===== src/logic/dovc_pkg.sv =====
// Purpose: constants for the oscillator and core voltage control block
// Assumes: 32-bit AHB-Lite register access, one word per register
// Notes: the status word layout and the level codes are local choices
// Overview of operation
// control bit 3 picks the cpu clock, one fast, zero slow; reads back.
// control bit 2 turns the fast oscillator on or off; reads back.
// bits 1..0 pick core voltage: 00 low, 01 middle, 1x high.
// reset clears the whole control register: slow clock, fast off, low voltage.
// software passes through 01 for over 5 ms between 00 and 1x.
// software waits at least 5 ms after enabling fast oscillator before selecting it.
// software raises voltage, then enables fast oscillator, then switches clock.
// software uses middle voltage near 1 MHz, high voltage at 2 MHz.
// on slow clock, low voltage below 3.1 V supply, middle at or above.
// software may keep low voltage on slow clock for supplies at most 3.6 V.
// software changes voltage only after detector shows supply above new setting.
// software switches clock to slow and disables fast oscillator in separate writes.
// with the resistor-capacitor slow oscillator option, 00 gives middle voltage.
// instructions last 5, 7 or 12 cycles of the selected system clock.
// software sets voltage from supply level at start of initialisation.
// without speed need, software runs slow, stops fast oscillator, keeps low or middle voltage.
// the clock switch never truncates or merges pulses and settles within few cycles; here a switch to a stopped oscillator waits until it runs.
package dovc_pkg;
  localparam logic [11:0] DOVC_CTRL_ADDR = 12'hf70;
  localparam logic [11:0] DOVC_STATUS_ADDR = 12'hf74;
  localparam logic [3:0] DOVC_CTRL_RESET = 4'h0;
  localparam int DOVC_CLK_SEL_BIT = 3;
  localparam int DOVC_FAST_EN_BIT = 2;
  localparam int DOVC_VSEL_HI_BIT = 1;
  localparam int DOVC_VSEL_LO_BIT = 0;
  localparam int DOVC_ST_ACTIVE_BIT = 0;
  localparam int DOVC_ST_SWITCH_BIT = 1;
  localparam int DOVC_ST_INSTR_BIT = 2;
  localparam int DOVC_ST_LEVEL_LSB = 4;
  localparam logic [3:0] DOVC_INSTR_SHORT = 4'h5;
  localparam logic [3:0] DOVC_INSTR_MID = 4'h7;
  localparam logic [3:0] DOVC_INSTR_LONG = 4'hc;
  // core supply level codes
  localparam logic [1:0] DOVC_LEVEL_1V2 = 2'h0;
  localparam logic [1:0] DOVC_LEVEL_2V1 = 2'h1;
  localparam logic [1:0] DOVC_LEVEL_3V0 = 2'h2;
  typedef enum logic [1:0]
  {
    DOVC_SW_RUN = 2'b00,
    DOVC_SW_DRAIN = 2'b01,
    DOVC_SW_ARM = 2'b10
  } dovc_switch_type;
endpackage


===== src/logic/dovc_top.sv =====
// Purpose: register, clock source switch and core level select for the dual oscillator
// Assumes: oscillator outputs arrive as pins asynchronous to hclk and far slower than it
// Notes: the cpu clock is delivered as a one-cycle enable pulse on hclk
//   a switch to an oscillator that never runs waits for it; starting it first is up to software
//   voltage ordering and settle waits are software duties and are not enforced here
`timescale 1ns/1ps
module dovc_top
  import dovc_pkg::*;
#(
  parameter int ARM_EDGES = 2
)
(
  input wire logic hclk, // bus and sampling clock
  input wire logic hresetn, // asynchronous reset, active low
  input wire logic hsel, // slave select
  input wire logic [31:0] haddr, // byte address
  input wire logic [1:0] htrans, // transfer type
  input wire logic hwrite, // write when high
  input wire logic [2:0] hsize, // transfer size
  input wire logic [31:0] hwdata, // write data
  input wire logic hready, // bus ready
  output logic hreadyout, // slave ready
  output logic hresp, // response, always okay
  output logic [31:0] hrdata, // read data
  input wire logic slow_oscillator, // slow oscillator output pin
  input wire logic fast_oscillator, // fast oscillator output pin
  input wire logic rc_slow_osc_option, // strap: slow oscillator is resistor-capacitor type
  output logic fast_osc_enable, // run the fast oscillator
  output logic cpu_clock_select, // requested cpu clock source
  output logic core_voltage_sel_hi, // voltage select high bit
  output logic core_voltage_sel_lo, // voltage select low bit
  output logic [1:0] core_supply_level, // effective core level code
  output logic cpu_clk_en, // one pulse per selected system clock cycle
  output logic active_clock_fast, // source now driving the cpu clock
  input wire logic instr_start, // pulse: begin an instruction
  input wire logic [1:0] instr_class, // 0 short, 1 mid, 2 long
  output logic instr_busy, // instruction in progress
  output logic instr_done // pulse: instruction finished
);

  if (ARM_EDGES < 1 || ARM_EDGES > 15)
  begin : g_bad_arm
    $error("ARM_EDGES must be 1..15");
  end

  // a zero length would wrap the instruction counter and run sixteen cycles
  if (DOVC_INSTR_SHORT == 4'h0 || DOVC_INSTR_MID == 4'h0 || DOVC_INSTR_LONG == 4'h0)
  begin : g_bad_len
    $error("instruction lengths must be nonzero");
  end

  function automatic logic [3:0] dovc_instr_len(input logic [1:0] cls);
    case (cls)
      2'h0: dovc_instr_len = DOVC_INSTR_SHORT;
      2'h1: dovc_instr_len = DOVC_INSTR_MID;
      default: dovc_instr_len = DOVC_INSTR_LONG;
    endcase
  endfunction

  // high bit wins; the resistor-capacitor option lifts the low setting to the middle one
  function automatic logic [1:0] dovc_level(input logic [3:0] c, input logic rc);
    if (c[DOVC_VSEL_HI_BIT])
      dovc_level = DOVC_LEVEL_3V0;
    else if (c[DOVC_VSEL_LO_BIT] || rc)
      dovc_level = DOVC_LEVEL_2V1;
    else
      dovc_level = DOVC_LEVEL_1V2;
  endfunction

  logic [3:0] ctrl_reg;
  logic wr_pend_reg;
  logic [11:0] addr_reg;
  logic [1:0] osc_s1_reg;
  logic [1:0] osc_s2_reg;
  logic [1:0] osc_s3_reg;
  logic [1:0] osc_rise;
  logic [1:0] osc_fall;
  logic strap_s1_reg;
  logic strap_s2_reg;
  logic rc_opt_reg;
  logic strap_done_reg;
  dovc_switch_type sw_reg;
  logic active_reg;
  logic [3:0] arm_cnt_reg;
  logic clk_en_reg;
  logic [3:0] instr_cnt_reg;
  logic instr_pend_reg;
  logic instr_done_reg;
  logic addr_phase;
  logic ctrl_wr;
  logic [3:0] ctrl_fwd;
  logic [11:0] rd_addr;
  logic [31:0] rdata_next;
  logic [31:0] rdata_reg;

  // zero wait states: every register answers in the cycle after its address
  assign hreadyout = 1'b1;
  assign hresp = 1'b0;
  assign addr_phase = hsel & htrans[1] & hready;
  assign ctrl_wr = wr_pend_reg && addr_reg == DOVC_CTRL_ADDR;

  // bus: address phase captured, write lands at the end of the data phase
  always_ff @(posedge hclk or negedge hresetn)
  begin
    if (!hresetn)
    begin
      wr_pend_reg <= 1'b0;
      addr_reg <= 12'h000;
    end
    else if (hready)
    begin
      wr_pend_reg <= addr_phase & hwrite;
      if (addr_phase)
        addr_reg <= {haddr[11:2], 2'b00};
    end
  end

  always_ff @(posedge hclk or negedge hresetn)
  begin
    if (!hresetn)
      ctrl_reg <= DOVC_CTRL_RESET;
    else if (ctrl_wr)
      ctrl_reg <= hwdata[3:0];
  end

  // read word is registered at the end of the address phase; a write still in
  // its data phase is forwarded so a read right behind it sees the new value
  assign rd_addr = {haddr[11:2], 2'b00};
  assign ctrl_fwd = ctrl_wr ? hwdata[3:0] : ctrl_reg;

  // unmapped words read zero
  always_comb
  begin
    rdata_next = 32'h0000_0000;
    if (rd_addr == DOVC_CTRL_ADDR)
      rdata_next[3:0] = ctrl_fwd;
    else if (rd_addr == DOVC_STATUS_ADDR)
    begin
      rdata_next[DOVC_ST_ACTIVE_BIT] = active_reg;
      rdata_next[DOVC_ST_SWITCH_BIT] = (sw_reg != DOVC_SW_RUN);
      rdata_next[DOVC_ST_INSTR_BIT] = instr_pend_reg;
      rdata_next[DOVC_ST_LEVEL_LSB +: 2] = dovc_level(ctrl_fwd, rc_opt_reg);
    end
  end

  always_ff @(posedge hclk or negedge hresetn)
  begin
    if (!hresetn)
      rdata_reg <= 32'h0000_0000;
    else if (addr_phase && !hwrite)
      rdata_reg <= rdata_next;
  end

  assign hrdata = rdata_reg;

  assign cpu_clock_select = ctrl_reg[DOVC_CLK_SEL_BIT];
  assign fast_osc_enable = ctrl_reg[DOVC_FAST_EN_BIT];
  assign core_voltage_sel_hi = ctrl_reg[DOVC_VSEL_HI_BIT];
  assign core_voltage_sel_lo = ctrl_reg[DOVC_VSEL_LO_BIT];

  // strap synchroniser, then copied every cycle from the second cycle after reset release
  always_ff @(posedge hclk or negedge hresetn)
  begin
    if (!hresetn)
    begin
      strap_s1_reg <= 1'b0;
      strap_s2_reg <= 1'b0;
      rc_opt_reg <= 1'b0;
      strap_done_reg <= 1'b0;
    end
    else
    begin
      strap_s1_reg <= rc_slow_osc_option;
      strap_s2_reg <= strap_s1_reg;
      strap_done_reg <= 1'b1;
      if (strap_done_reg)
        rc_opt_reg <= strap_s2_reg;
    end
  end

  assign core_supply_level = dovc_level(ctrl_reg, rc_opt_reg);

  // oscillator synchronisers: index 0 slow, 1 fast; edges only from stage two onward
  always_ff @(posedge hclk or negedge hresetn)
  begin
    if (!hresetn)
    begin
      osc_s1_reg <= 2'b00;
      osc_s2_reg <= 2'b00;
      osc_s3_reg <= 2'b00;
    end
    else
    begin
      osc_s1_reg <= {fast_oscillator, slow_oscillator};
      osc_s2_reg <= osc_s1_reg;
      osc_s3_reg <= osc_s2_reg;
    end
  end

  assign osc_rise = osc_s2_reg & ~osc_s3_reg;
  assign osc_fall = ~osc_s2_reg & osc_s3_reg;

  // switch: stop after the old source's low edge, let the new one run a few whole
  // periods before handing it the cpu, so no pulse is cut short or two are merged
  always_ff @(posedge hclk or negedge hresetn)
  begin
    if (!hresetn)
    begin
      sw_reg <= DOVC_SW_RUN;
      active_reg <= 1'b0;
      arm_cnt_reg <= 4'h0;
    end
    else
    begin
      unique case (sw_reg)
        DOVC_SW_RUN:
        begin
          if (cpu_clock_select != active_reg)
            sw_reg <= DOVC_SW_DRAIN;
        end
        DOVC_SW_DRAIN:
        begin
          if (osc_fall[active_reg])
          begin
            sw_reg <= DOVC_SW_ARM;
            arm_cnt_reg <= 4'h0;
          end
        end
        DOVC_SW_ARM:
        begin
          if (cpu_clock_select == active_reg)
            sw_reg <= DOVC_SW_RUN;
          else if (osc_rise[cpu_clock_select])
          begin
            if (arm_cnt_reg == 4'(ARM_EDGES - 1))
            begin
              active_reg <= cpu_clock_select;
              sw_reg <= DOVC_SW_RUN;
            end
            else
              arm_cnt_reg <= arm_cnt_reg + 4'h1;
          end
        end
      endcase
    end
  end

  // switching takes effect on the new source's edge after arming
  always_ff @(posedge hclk or negedge hresetn)
  begin
    if (!hresetn)
      clk_en_reg <= 1'b0;
    else
      clk_en_reg <= (sw_reg == DOVC_SW_RUN) & osc_rise[active_reg];
  end

  assign cpu_clk_en = clk_en_reg;
  assign active_clock_fast = active_reg;

  // instruction timer counts selected system clock cycles; a start while busy is
  // dropped, not queued, but one in the done cycle is taken
  always_ff @(posedge hclk or negedge hresetn)
  begin
    if (!hresetn)
    begin
      instr_cnt_reg <= 4'h0;
      instr_pend_reg <= 1'b0;
      instr_done_reg <= 1'b0;
    end
    else
    begin
      instr_done_reg <= 1'b0;
      if (!instr_pend_reg)
      begin
        if (instr_start)
        begin
          instr_pend_reg <= 1'b1;
          instr_cnt_reg <= dovc_instr_len(instr_class);
        end
      end
      else if (clk_en_reg)
      begin
        if (instr_cnt_reg == 4'h1)
        begin
          instr_pend_reg <= 1'b0;
          instr_done_reg <= 1'b1;
        end
        instr_cnt_reg <= instr_cnt_reg - 4'h1;
      end
    end
  end

  assign instr_busy = instr_pend_reg;
  assign instr_done = instr_done_reg;

endmodule


===== config.mk =====
export PLATFORM = sky130hd
export DESIGN_NAME = dovc_top
export DESIGN_NICKNAME = d
export VERILOG_FILES = /design/src/logic/dovc_pkg.sv /design/src/logic/dovc_top.sv
export SDC_FILE = /design/constraint.sdc
export NUM_CORES = 1
export LEC_CHECK = 0
export BUFFER_PORTS_ARGS = -buffer_cell sky130_fd_sc_hd__buf_2
export CELL_PAD_IN_SITES_DETAIL_PLACEMENT = 0
export CELL_PAD_IN_SITES_GLOBAL_PLACEMENT = 1
export CORE_ASPECT_RATIO = 1.1
export CORE_UTILIZATION = 33
export CTS_BUF_LIST = sky130_fd_sc_hd__clkbuf_16
export CTS_CLUSTER_SIZE = 20
export DETAILED_ROUTE_END_ITERATION = 7
export HOLD_SLACK_MARGIN = 0.03
export PLACE_DENSITY = 0.86
export SYNTH_ARGS = -nofsm -noshare
export SYNTH_HDL_FRONTEND = slang
export SYNTH_SLANG_ARGS = --single-unit

===== constraint.sdc =====
create_clock -name hclk -period 2.4 [get_ports hclk]
set_input_delay 0.12 -clock hclk [delete_from_list [all_inputs] [get_ports hclk]]
set_output_delay 0.12 -clock hclk [all_outputs]
set_load 0.005 [all_outputs]

==> out/metrics.yaml, run 1 <==
run_status: "finished clean"
post_cts_buffers: 0
vias: 1604
ff_latch_area_sq_mm: 0.00113
total_leakage_power_nw: 1.28
drv_cap: 0
arrival_ns: 2.12
final_common_cell: "dfrtp_1"
crit_start: "ctrl_reg[3]"
largest_reg_flops: 10
syn_to_final_growth_pct: 16.1
p_int_mw: 1.44
hold_path_class: "in2reg"
fillers: 672
cts_buffers: 5
fp.dieW_um: 82.0
cp-start-kind: "flop"
critPathMaxFanout: 6
die_y_um: 90.0
skew_ns: 0.00447
max_freq_ghz: 0.513
synth_edf_count: 0
hold_violations: 0
dp.cells: 332
cts_tree: "done"
fin_cells: 344
crit_path_end_kind: "flop"
fin_hold_ws_ns: 0.0417
required_ns: 2.57
rows: 31
power_frac_seq_pct: 45.8
synthFlopType: "dfrtp_1"
most-common-layout-cells: "45 x dfrtp_1, 41 x buf_2, 29 x conb_1"
globalRouteTotalUtil_pct: 12.7
cts_hold_buf: 4
drive_gt1_share_pct: 26.7
finalCritPeriodShare_pct: 81.1
nNetsFinal: 349
reg2reg_from: "ctrl_reg[3]"
synthArstFlopShare_pct: 100
fin_crit_ns: 1.95
ioPinCount: 124
rsz0062_at_grt: "no"
dp_hpwl_um: 3140
root_buffer: "clkbuf_16"
ys_ff_latch: 45
ys_types: 46
fin_setup_tns_ns: 0
clkTransAtPathRegs_ns: 0.07
grt_max_degree: 34
post_drt_wl_per_cell_um: 12.0
worst_pin_slew_ns: 0.732
antenna_found_initial: 0
clockBufferDepth: 2
setup_viol: 0
gr-max-usage-layer: "met2"
p_comb_share_pct: 20.2
ir_worst_vdd_mv: 0.389
drt-initial-drc-count: 87
ys.warnings.count: 0
gr-total-overflow: 0
routabilityCongestion: 0.754
grtUsageMet1_pct: 15.9
syn-cell-area_sq_mm: 0.00232
swShare_pct: 29.2
post_cts_resized: 0
cts.sinks: 45
dieArea_sq_mm: 0.00738
ys_seq_area_share_pct: 48.5
crit_type: "reg2reg"
reg2reg_depth: 4
drc_errors: 0
hold_depth: 2
port_buffers: 41
drt_first_pass_iters: 4
grt_pass1_vias: 1577
syn_inst: 214
yosys-top-cells-area: "dfrtp_1 48%, buf_4 9.4%, mux2_2 6.3%"
min_from: "hready"
grt_pass1_wl_um: 7090
slew_viol_final: 0
p_switching_mw: 0.592
wirelength_um: 4130
clkLatencyLatePin_ns: 0.29
initial_core_util_pct: 34.6
synth_top_cell_by_area: "dfrtp_1"
use_met2_pct: 19.6
final_util_pct: 40.2
core_sq_mm: 0.00671
ant_nets: 0
antennaDiodeCount: 0
slew_headroom_pct: 50.8
powerDensity_mw_per_mm2: 753
p_clk_share_pct: 33.9
avgSynthCellArea_sq_um: 10.9
synth_top_area_share_pct: 48.5
viasPerCell: 4.66
met3_usage_pct: 4.16
multi_input_area_sq_mm: 0.00101
htreeDepth: 2
==> worst max-delay path, stage by stage, from the launching register on <==
cell	delay (ns)
dfrtp_1	0.46
or3b_4	0.43
a221oi_1	0.48
nand2_1	0.10
a311o_1	0.35
==> path summary, 6_finish.rpt <==
| kind | end | slack (ns) |
|---|---|---|
| max | arm_cnt_reg[2] | 0.45 |
| min | wr_pend_reg | 0.04 |
| max reg2reg | arm_cnt_reg[2] | 0.45 |
| min reg2reg | osc_s2_reg[0] | 0.35 |
| max in group asynchronous | osc_s3_reg[1] | 1.45 |
| min in group asynchronous | instr_cnt_reg[3] | 0.24 |
==> power by group through the flow <==
stage / combinational (mW) / sequential [mW] / clock [mW]
2_1_floorplan: 0.331 / 0.925 / 0
3_3_place_gp: 0.394 / 0.940 / 0
3_5_place_dp: 0.404 / 0.944 / 0
4_1_cts: 0.417 / 0.931 / 0.707
5_1_grt: 0.475 / 0.944 / 0.735
6_report: 0.410 / 0.930 / 0.688
==> per-stage QoR <==
step	worst slack (ns)	cell area (sq um)	power, mW
floorplan	0.601	2420	1.26
global placement	0.492	2500	1.33
detailed placement	0.478	2500	1.35
CTS	0.455	2700	2.06
global route	0.359	2700	2.15
finish	0.453	2700	2.03
==> cell type report <==
type	count	area share, %
Clock buffer	5	4.64
Clock inverter	3	0.929
Inverter	14	1.95
Multi-Input combinational cell	149	37.5
Sequential cell	45	41.8
Tap cell	82	3.81
Timing Repair Buffer	46	9.38
==> logic make-up after synthesis <==
family          count (synthesis)  synth area share [%]
simple gates                   57                  13.0
fa+ha+maj                       8                  4.31
xor+xnor                        4                  1.51
mux                            19                  9.00
other cells                     2                 0.323
buf+inv                        47                  12.3
flops                          45                  48.5
compound gates                 32                  11.0
==> cells in the mapped netlist, types with 2 or more instances <==
master	count
dfrtp_1	45
buf_4	29
inv_1	14
nand2_1	14
mux2_2	13
nor2_1	11
ha_1	8
nand3_1	7
o21ai_0	6
a21oi_1	4
mux2i_1	4
nand3b_1	4
nor3_1	4
o31ai_1	4
a31o_2	3
nand4_1	3
or4_1	3
xnor2_1	3
clkbuf_1	2
conb_1	2
mux2_1	2
nand2b_1	2
nand4b_1	2
nor4_1	2
o211ai_1	2
==> layer usage <==
layer / part of all wire [%] / vias to the layer above
met5: 0 / -
met1: 43 / 768
met3: 6.1 / 10
li1: - / 781
met2: 48 / 45
met4: 2.1 / 0
Note: power is estimated with default switching activity, not from simulation.
==> inputs of run 2 (changes only) <==
==> constraint.sdc (replaced) <==
create_clock -name hclk -period 1.9 [get_ports hclk]
set_input_delay 0.095 -clock hclk [delete_from_list [all_inputs] [get_ports hclk]]
set_output_delay 0.095 -clock hclk [all_outputs]
set_load 0.005 [all_outputs]
==> run 2 against run 1 <==
  * Largest cell class unchanged
  * Routed wire length increased by 1.8%
  * Via count increased by 1.9%
  * Sequential share of layout area decreased by 1.3 points
  * Worst hold slack improved by 0.017 ns
  * Register-to-register slack got worse by 0.37 ns
  * Clock power increased by 22%
  * Critical path type unchanged
  * Non-clock buffer count increased by 11
  * Cell area increased by 3.2%
  * Worst setup slack got worse by 0.37 ns
  * Largest power group unchanged
  * Count of clock-buffer cells in the layout unchanged
==> out/metrics.yaml, run 2 (synthesized netlist as in run 1, its figures left out) <==
run_status: "finished clean"  # unchanged
finalCritPeriodShare_pct: 95.9  # was 81.1%
p_switching_mw: 0.728  # was 0.592 mW
ioPinCount: 124  # unchanged
dieArea_sq_mm: 0.00738  # unchanged
fp.dieW_um: 82.0  # unchanged
grt_pass1_vias: 1510  # was 1577
arrival_ns: 1.99  # was 2.12 ns
cts_tree: "done"  # unchanged
most-common-layout-cells: "45 x dfrtp_1, 41 x buf_2, 29 x conb_1"  # unchanged
fin_crit_ns: 1.82  # was 1.95 ns
antennaDiodeCount: 0  # unchanged
antenna_found_initial: 0  # unchanged
initial_core_util_pct: 34.6  # unchanged
rows: 31  # unchanged
fin_setup_tns_ns: 0  # unchanged
nNetsFinal: 360  # was 349
p_clk_share_pct: 33.0  # was 33.9%
p_int_mw: 1.82  # was 1.44 mW
htreeDepth: 2  # unchanged
total_leakage_power_nw: 1.35  # was 1.28 nW
ant_nets: 0  # unchanged
syn_to_final_growth_pct: 19.8  # was 16.1%
clockBufferDepth: 2  # unchanged
worst_pin_slew_ns: 0.557  # was 0.732 ns
dp_hpwl_um: 3170  # was 3140 um
final_common_cell: "dfrtp_1"  # unchanged
root_buffer: "clkbuf_16"  # unchanged
powerDensity_mw_per_mm2: 915  # was 753 mW/mm^2
die_y_um: 90.0  # unchanged
max_freq_ghz: 0.549  # was 0.513 GHz
slew_viol_final: 0  # unchanged
cts.sinks: 45  # unchanged
p_total_mw: 2.55  # was 2.03 mW
drv_cap: 0  # unchanged
hold_violations: 0  # unchanged
vias: 1634  # was 1604
setup_viol: 0  # unchanged
drt-initial-drc-count: 68  # was 87
crit_path_end_kind: "flop"  # unchanged
p_comb_share_pct: 20.7  # was 20.2%
core_sq_mm: 0.00671  # unchanged
crit_type: "reg2reg"  # unchanged
fin_hold_ws_ns: 0.0590  # was 0.0417 ns
power_frac_seq_pct: 46.3  # was 45.8%
hold_path_class: "in2reg"  # unchanged
required_ns: 2.06  # was 2.57 ns
rsz0062_at_grt: "no"  # unchanged
gr-total-overflow: 0  # unchanged
drive_gt1_share_pct: 28.9  # was 26.7%
swShare_pct: 28.6  # was 29.2%
skew_ns: 0.00395  # was 0.00447 ns
drt_first_pass_iters: 4  # unchanged
critPathMaxFanout: 5  # was 6
cts_buffers: 5  # unchanged
slew_headroom_pct: 62.9  # was 50.8%
grt_pass1_wl_um: 6890  # was 7090 um
clkLatencyLatePin_ns: 0.28  # was 0.29 ns
viasPerCell: 4.60  # was 4.66
ir_worst_vdd_mv: 0.569  # was 0.389 mV
worst-r2r-setup-slack_ns: 0.08  # was 0.45 ns
port_buffers: 41  # unchanged
post_drt_wl_per_cell_um: 11.8  # was 12.0 um
routabilityCongestion: 0.764  # was 0.754
grt_max_degree: 46  # was 34
globalRouteTotalUtil_pct: 12.1  # was 12.7%
clkTransAtPathRegs_ns: 0.06  # was 0.07 ns
cp-start-kind: "flop"  # unchanged
largest_reg_flops: 10  # unchanged
drc_errors: 0  # unchanged
wirelength_um: 4200  # was 4130 um
==> run 2: through the flow <==
stage                     worst slack, ns  instance area, sq um  util, %  cells
after global placement             0.0790                  2560     38.1    339
after global routing              0.00747                  2780     41.5    355
final                              0.0784                  2780     41.5    355
after floorplan                     0.101                  2420        -    241
after CTS                          0.0323                  2750     41.0    352
after detailed placement           0.0356                  2560     38.1    339
==> run 2: path summary, 6_finish.rpt <==
| kind | start | cells after the start | to |
|---|---|---|---|
| max | osc_s3_reg[0] | 4 | arm_cnt_reg[1] |
| min in group asynchronous | hresetn | 3 | instr_done |
| max in group asynchronous | hresetn | 3 | sw_reg[0] |
| max reg2reg | osc_s3_reg[0] | 4 | arm_cnt_reg[1] |
| min reg2reg | osc_s1_reg[1] | 0 | osc_s2_reg[1] |
| min | haddr[10] | 2 | addr_reg[10] |
==> run 2: worst max-delay path, cell delays in order, from the launching register on <==
cell and delay [ns]:
dfrtp_1 0.38, or3b_4 0.43, a221o_1 0.36, or4_1 0.42, o311ai_1 0.11
==> run 2: per-layer routing <==
| metal | vias to the layer above | routed length (um) | GRT usage (%) | part of all wire (%) |
|---|---|---|---|---|
| met4 | 0 | 34 | 4.09 | 0.81 |
| met1 | 786 | 1910 | 15.7 | 46 |
| li1 | 807 | - | - | - |
| met5 | - | 0 | 0 | 0 |
| met3 | 2 | 180 | 3.65 | 4.3 |
| met2 | 39 | 2070 | 18.8 | 49 |
==> run 2: area by class of cell <==
type,count,area (sq um)
Inverter,14,52.6
Tap cell,82,103
Clock inverter,3,20.0
Sequential cell,45,1130
Timing Repair Buffer,57,338
Clock buffer,5,125
Fill cell,672,3930
Multi-Input combinational cell,149,1020
==> run 2: what timing repair did <==
action	4_1_cts	5_1_grt
setup buffers	0	3
hold endpoints to repair	49	0
hold buffers	5	0
gates resized for setup	0	1
endpoints found under the setup margin	0	4
==> run 2: power by group through the flow <==
stage | clock network (mW) | logic [mW] | registers [mW]
finish | 0.839 | 0.527 | 1.18
global route | 0.906 | 0.614 | 1.20
CTS | 0.872 | 0.532 | 1.18
detailed placement | 0 | 0.519 | 1.20
global placement | 0 | 0.505 | 1.19
floorplan | 0 | 0.418 | 1.17
==> inputs of run 3 (changes only) <==
--- a/config.mk
+++ b/config.mk
@@ -9,12 +9,10 @@
 export CELL_PAD_IN_SITES_DETAIL_PLACEMENT = 0
 export CELL_PAD_IN_SITES_GLOBAL_PLACEMENT = 1
 export CORE_ASPECT_RATIO = 1.1
-export CORE_UTILIZATION = 33
-export CTS_BUF_LIST = sky130_fd_sc_hd__clkbuf_16
-export CTS_CLUSTER_SIZE = 20
+export CORE_UTILIZATION = 30
 export DETAILED_ROUTE_END_ITERATION = 7
 export HOLD_SLACK_MARGIN = 0.03
-export PLACE_DENSITY = 0.86
+export PLACE_DENSITY = 0.8
 export SYNTH_ARGS = -nofsm -noshare
 export SYNTH_HDL_FRONTEND = slang
 export SYNTH_SLANG_ARGS = --single-unit
==> run 3 against run 2 <==
  * Worst setup slack worse by 0.018 ns
  * Global-route usage fell by 0.64 points
  * Critical endpoint unchanged
  * Critical path depth did not move
  * Power shrank 10%
  * Via count rose by 0.18%
  * Core utilization fell by 5.0 points
  * Non-clock buffer count decreased by 3
  * Register-to-register slack got worse by 0.02 ns
  * Sequential share of layout area grew 0.80 points
  * Cell count up 5.4%
  * First-iteration DRC count grew 25%
  * Count of clock-buffer cells in the layout stayed put
==> out/metrics.yaml, run 3 (synthesized netlist as in run 1, its figures left out) <==
grt_max_degree: 46  # unchanged
syn_to_final_growth_pct: 17.5  # was 19.8%
total_leakage_power_nw: 1.31  # was 1.35 nW
drt-initial-drc-count: 85  # was 68
clkTransAtPathRegs_ns: 0.09  # was 0.06 ns
crit_type: "reg2reg"  # unchanged
antenna_found_initial: 0  # unchanged
rsz0062_at_grt: "no"  # unchanged
grt_pass1_vias: 1569  # was 1510
nNetsFinal: 357  # was 360
drv_cap: 0  # unchanged
powerDensity_mw_per_mm2: 840  # was 915 mW/mm^2
dp_hpwl_um: 3240  # was 3170 um
run_status: "finished clean"  # unchanged
dieArea_sq_mm: 0.00810  # was 0.00738 sq mm
drt_first_pass_iters: 4  # unchanged
viasPerCell: 4.38  # was 4.60
gr-total-overflow: 0  # unchanged
design_area_sq_mm: 0.00273  # was 0.00278 sq mm
htreeDepth: 2  # unchanged
ant_nets: 0  # unchanged
fillers: 765  # was 672
ioPinCount: 124  # unchanged
fin_setup_tns_ns: 0  # unchanged
core_sq_mm: 0.00747  # was 0.00671 sq mm
fp.dieW_um: 85.9  # was 82.0 um
port_buffers: 41  # unchanged
clockBufferDepth: 2  # unchanged
multi_input_area_sq_mm: 0.00102  # unchanged
post_cts_buffers: 0  # unchanged
fin_hold_ws_ns: 0.0438  # was 0.0590 ns
dp.cells: 362  # was 339
final_common_cell: "dfrtp_1"  # unchanged
largest_reg_flops: 10  # unchanged
globalRouteTotalUtil_pct: 11.5  # was 12.1%
fin_crit_ns: 1.84  # was 1.82 ns
vias: 1637  # was 1634
critPathMaxFanout: 5  # unchanged
hold_path_class: "in2reg"  # unchanged
hold_violations: 0  # unchanged
grt_pass1_wl_um: 7150  # was 6890 um
skew_ns: 0.00653  # was 0.00395 ns
drc_errors: 0  # unchanged
required_ns: 2.09  # was 2.06 ns
placed_cell_area_sq_mm: 0.00259  # was 0.00256 sq mm
fin_cells: 374  # was 355
cts_buffers: 5  # unchanged
die_y_um: 94.3  # was 90.0 um
slew_viol_final: 0  # unchanged
ir_worst_vdd_mv: 0.381  # was 0.569 mV
post_drt_wl_per_cell_um: 11.3  # was 11.8 um
finalCritPeriodShare_pct: 96.8  # was 95.9%
routabilityCongestion: 0.797  # was 0.764
ff_latch_area_sq_mm: 0.00113  # unchanged
root_buffer: "clkbuf_8"  # was clkbuf_16
crit_path_end_kind: "flop"  # unchanged
rows: 33  # was 31
antennaDiodeCount: 0  # unchanged
slew_headroom_pct: 61.8  # was 62.9%
clkLatencyLatePin_ns: 0.29  # was 0.28 ns
max_freq_ghz: 0.544  # was 0.549 GHz
cp-start-kind: "flop"  # unchanged
initial_core_util_pct: 31.1  # was 34.6%
setup_viol: 0  # unchanged
wirelength_um: 4220  # was 4200 um
drive_gt1_share_pct: 28.3  # was 28.9%
worst_pin_slew_ns: 0.573  # was 0.557 ns
arrival_ns: 2.03  # was 1.99 ns
cts.sinks: 45  # unchanged
most-common-layout-cells: "45 x dfrtp_1, 41 x buf_2, 29 x conb_1"  # unchanged
cts_tree: "done"  # unchanged
[run 3: changes by cell type in the layout (fill, tap and decap cells not counted)]
cell / before / now
clkinv_4: 0 / 1
inv_6: 1 / 0
buf_4: 11 / 8
clkbuf_16: 5 / 0
clkbuf_8: 0 / 5
clkinv_1: 1 / 0
[run 3: worst max-delay path, stage by stage, from the launching register on]
cell,delay [ns]
dfrtp_1,0.40
or3b_4,0.43
a221o_1,0.40
or4_1,0.41
o311ai_1,0.10
[run 3: worst paths after layout]
kind	startpoint	endpoint	slack, ns	depth (start not counted)
worst max-delay path	osc_s3_reg[0]	arm_cnt_reg[1]	0.06	4
worst min-delay path	haddr[6]	addr_reg[6]	0.04	2
worst max register to register	osc_s3_reg[0]	arm_cnt_reg[1]	0.06	4
worst min register to register	osc_s1_reg[0]	osc_s2_reg[0]	0.36	0
max in group asynchronous	hresetn	osc_s3_reg[1]	1.10	3
min in group asynchronous	hresetn	instr_busy	0.41	3
[run 3: per-layer routing]
| metal | vias to the layer above | track usage (%) | wire length, um |
|---|---|---|---|
| li1 | 797 | - | - |
| met1 | 779 | 14.7 | 1940 |
| met2 | 53 | 17.5 | 1950 |
| met3 | 8 | 3.60 | 253 |
| met4 | 0 | 5.28 | 76 |
| met5 | - | 0 | 0 |
[run 3: report_power, final]
| group | switching (mW) | total [mW] | internal, mW |
|---|---|---|---|
| combinational | 0.292 | 0.540 | 0.248 |
| sequential | 0.0924 | 1.17 | 1.08 |
| clock | 0.323 | 0.577 | 0.254 |
| total | 0.707 | 2.29 | 1.58 |
[run 3: area by class of cell]
cell class                      instances  share of cell area, %
Tap cell                              105                   4.82
Timing Repair Buffer                   54                   11.6
Inverter                               14                   1.93
Multi-Input combinational cell        149                   37.3
Sequential cell                        45                   41.3
Clock buffer                            5                   2.52
Clock inverter                          2                  0.596
[run 3: metrics by stage]
step	total power [mW]	util (%)	worst slack, ns
2_1_floorplan	1.59	-	0.101
3_3_place_gp	1.70	34.6	0.0726
3_5_place_dp	1.73	34.6	0.0366
4_1_cts	2.31	36.4	0.0266
5_1_grt	2.46	36.5	0.0253
6_report	2.29	36.5	0.0601
[run 3: repair_timing]
item / CTS / global route
endpoints found under the setup margin: 0 / 3
gates resized for setup: 0 / 1
hold buffers: 5 / 0
hold endpoints to repair: 49 / 0
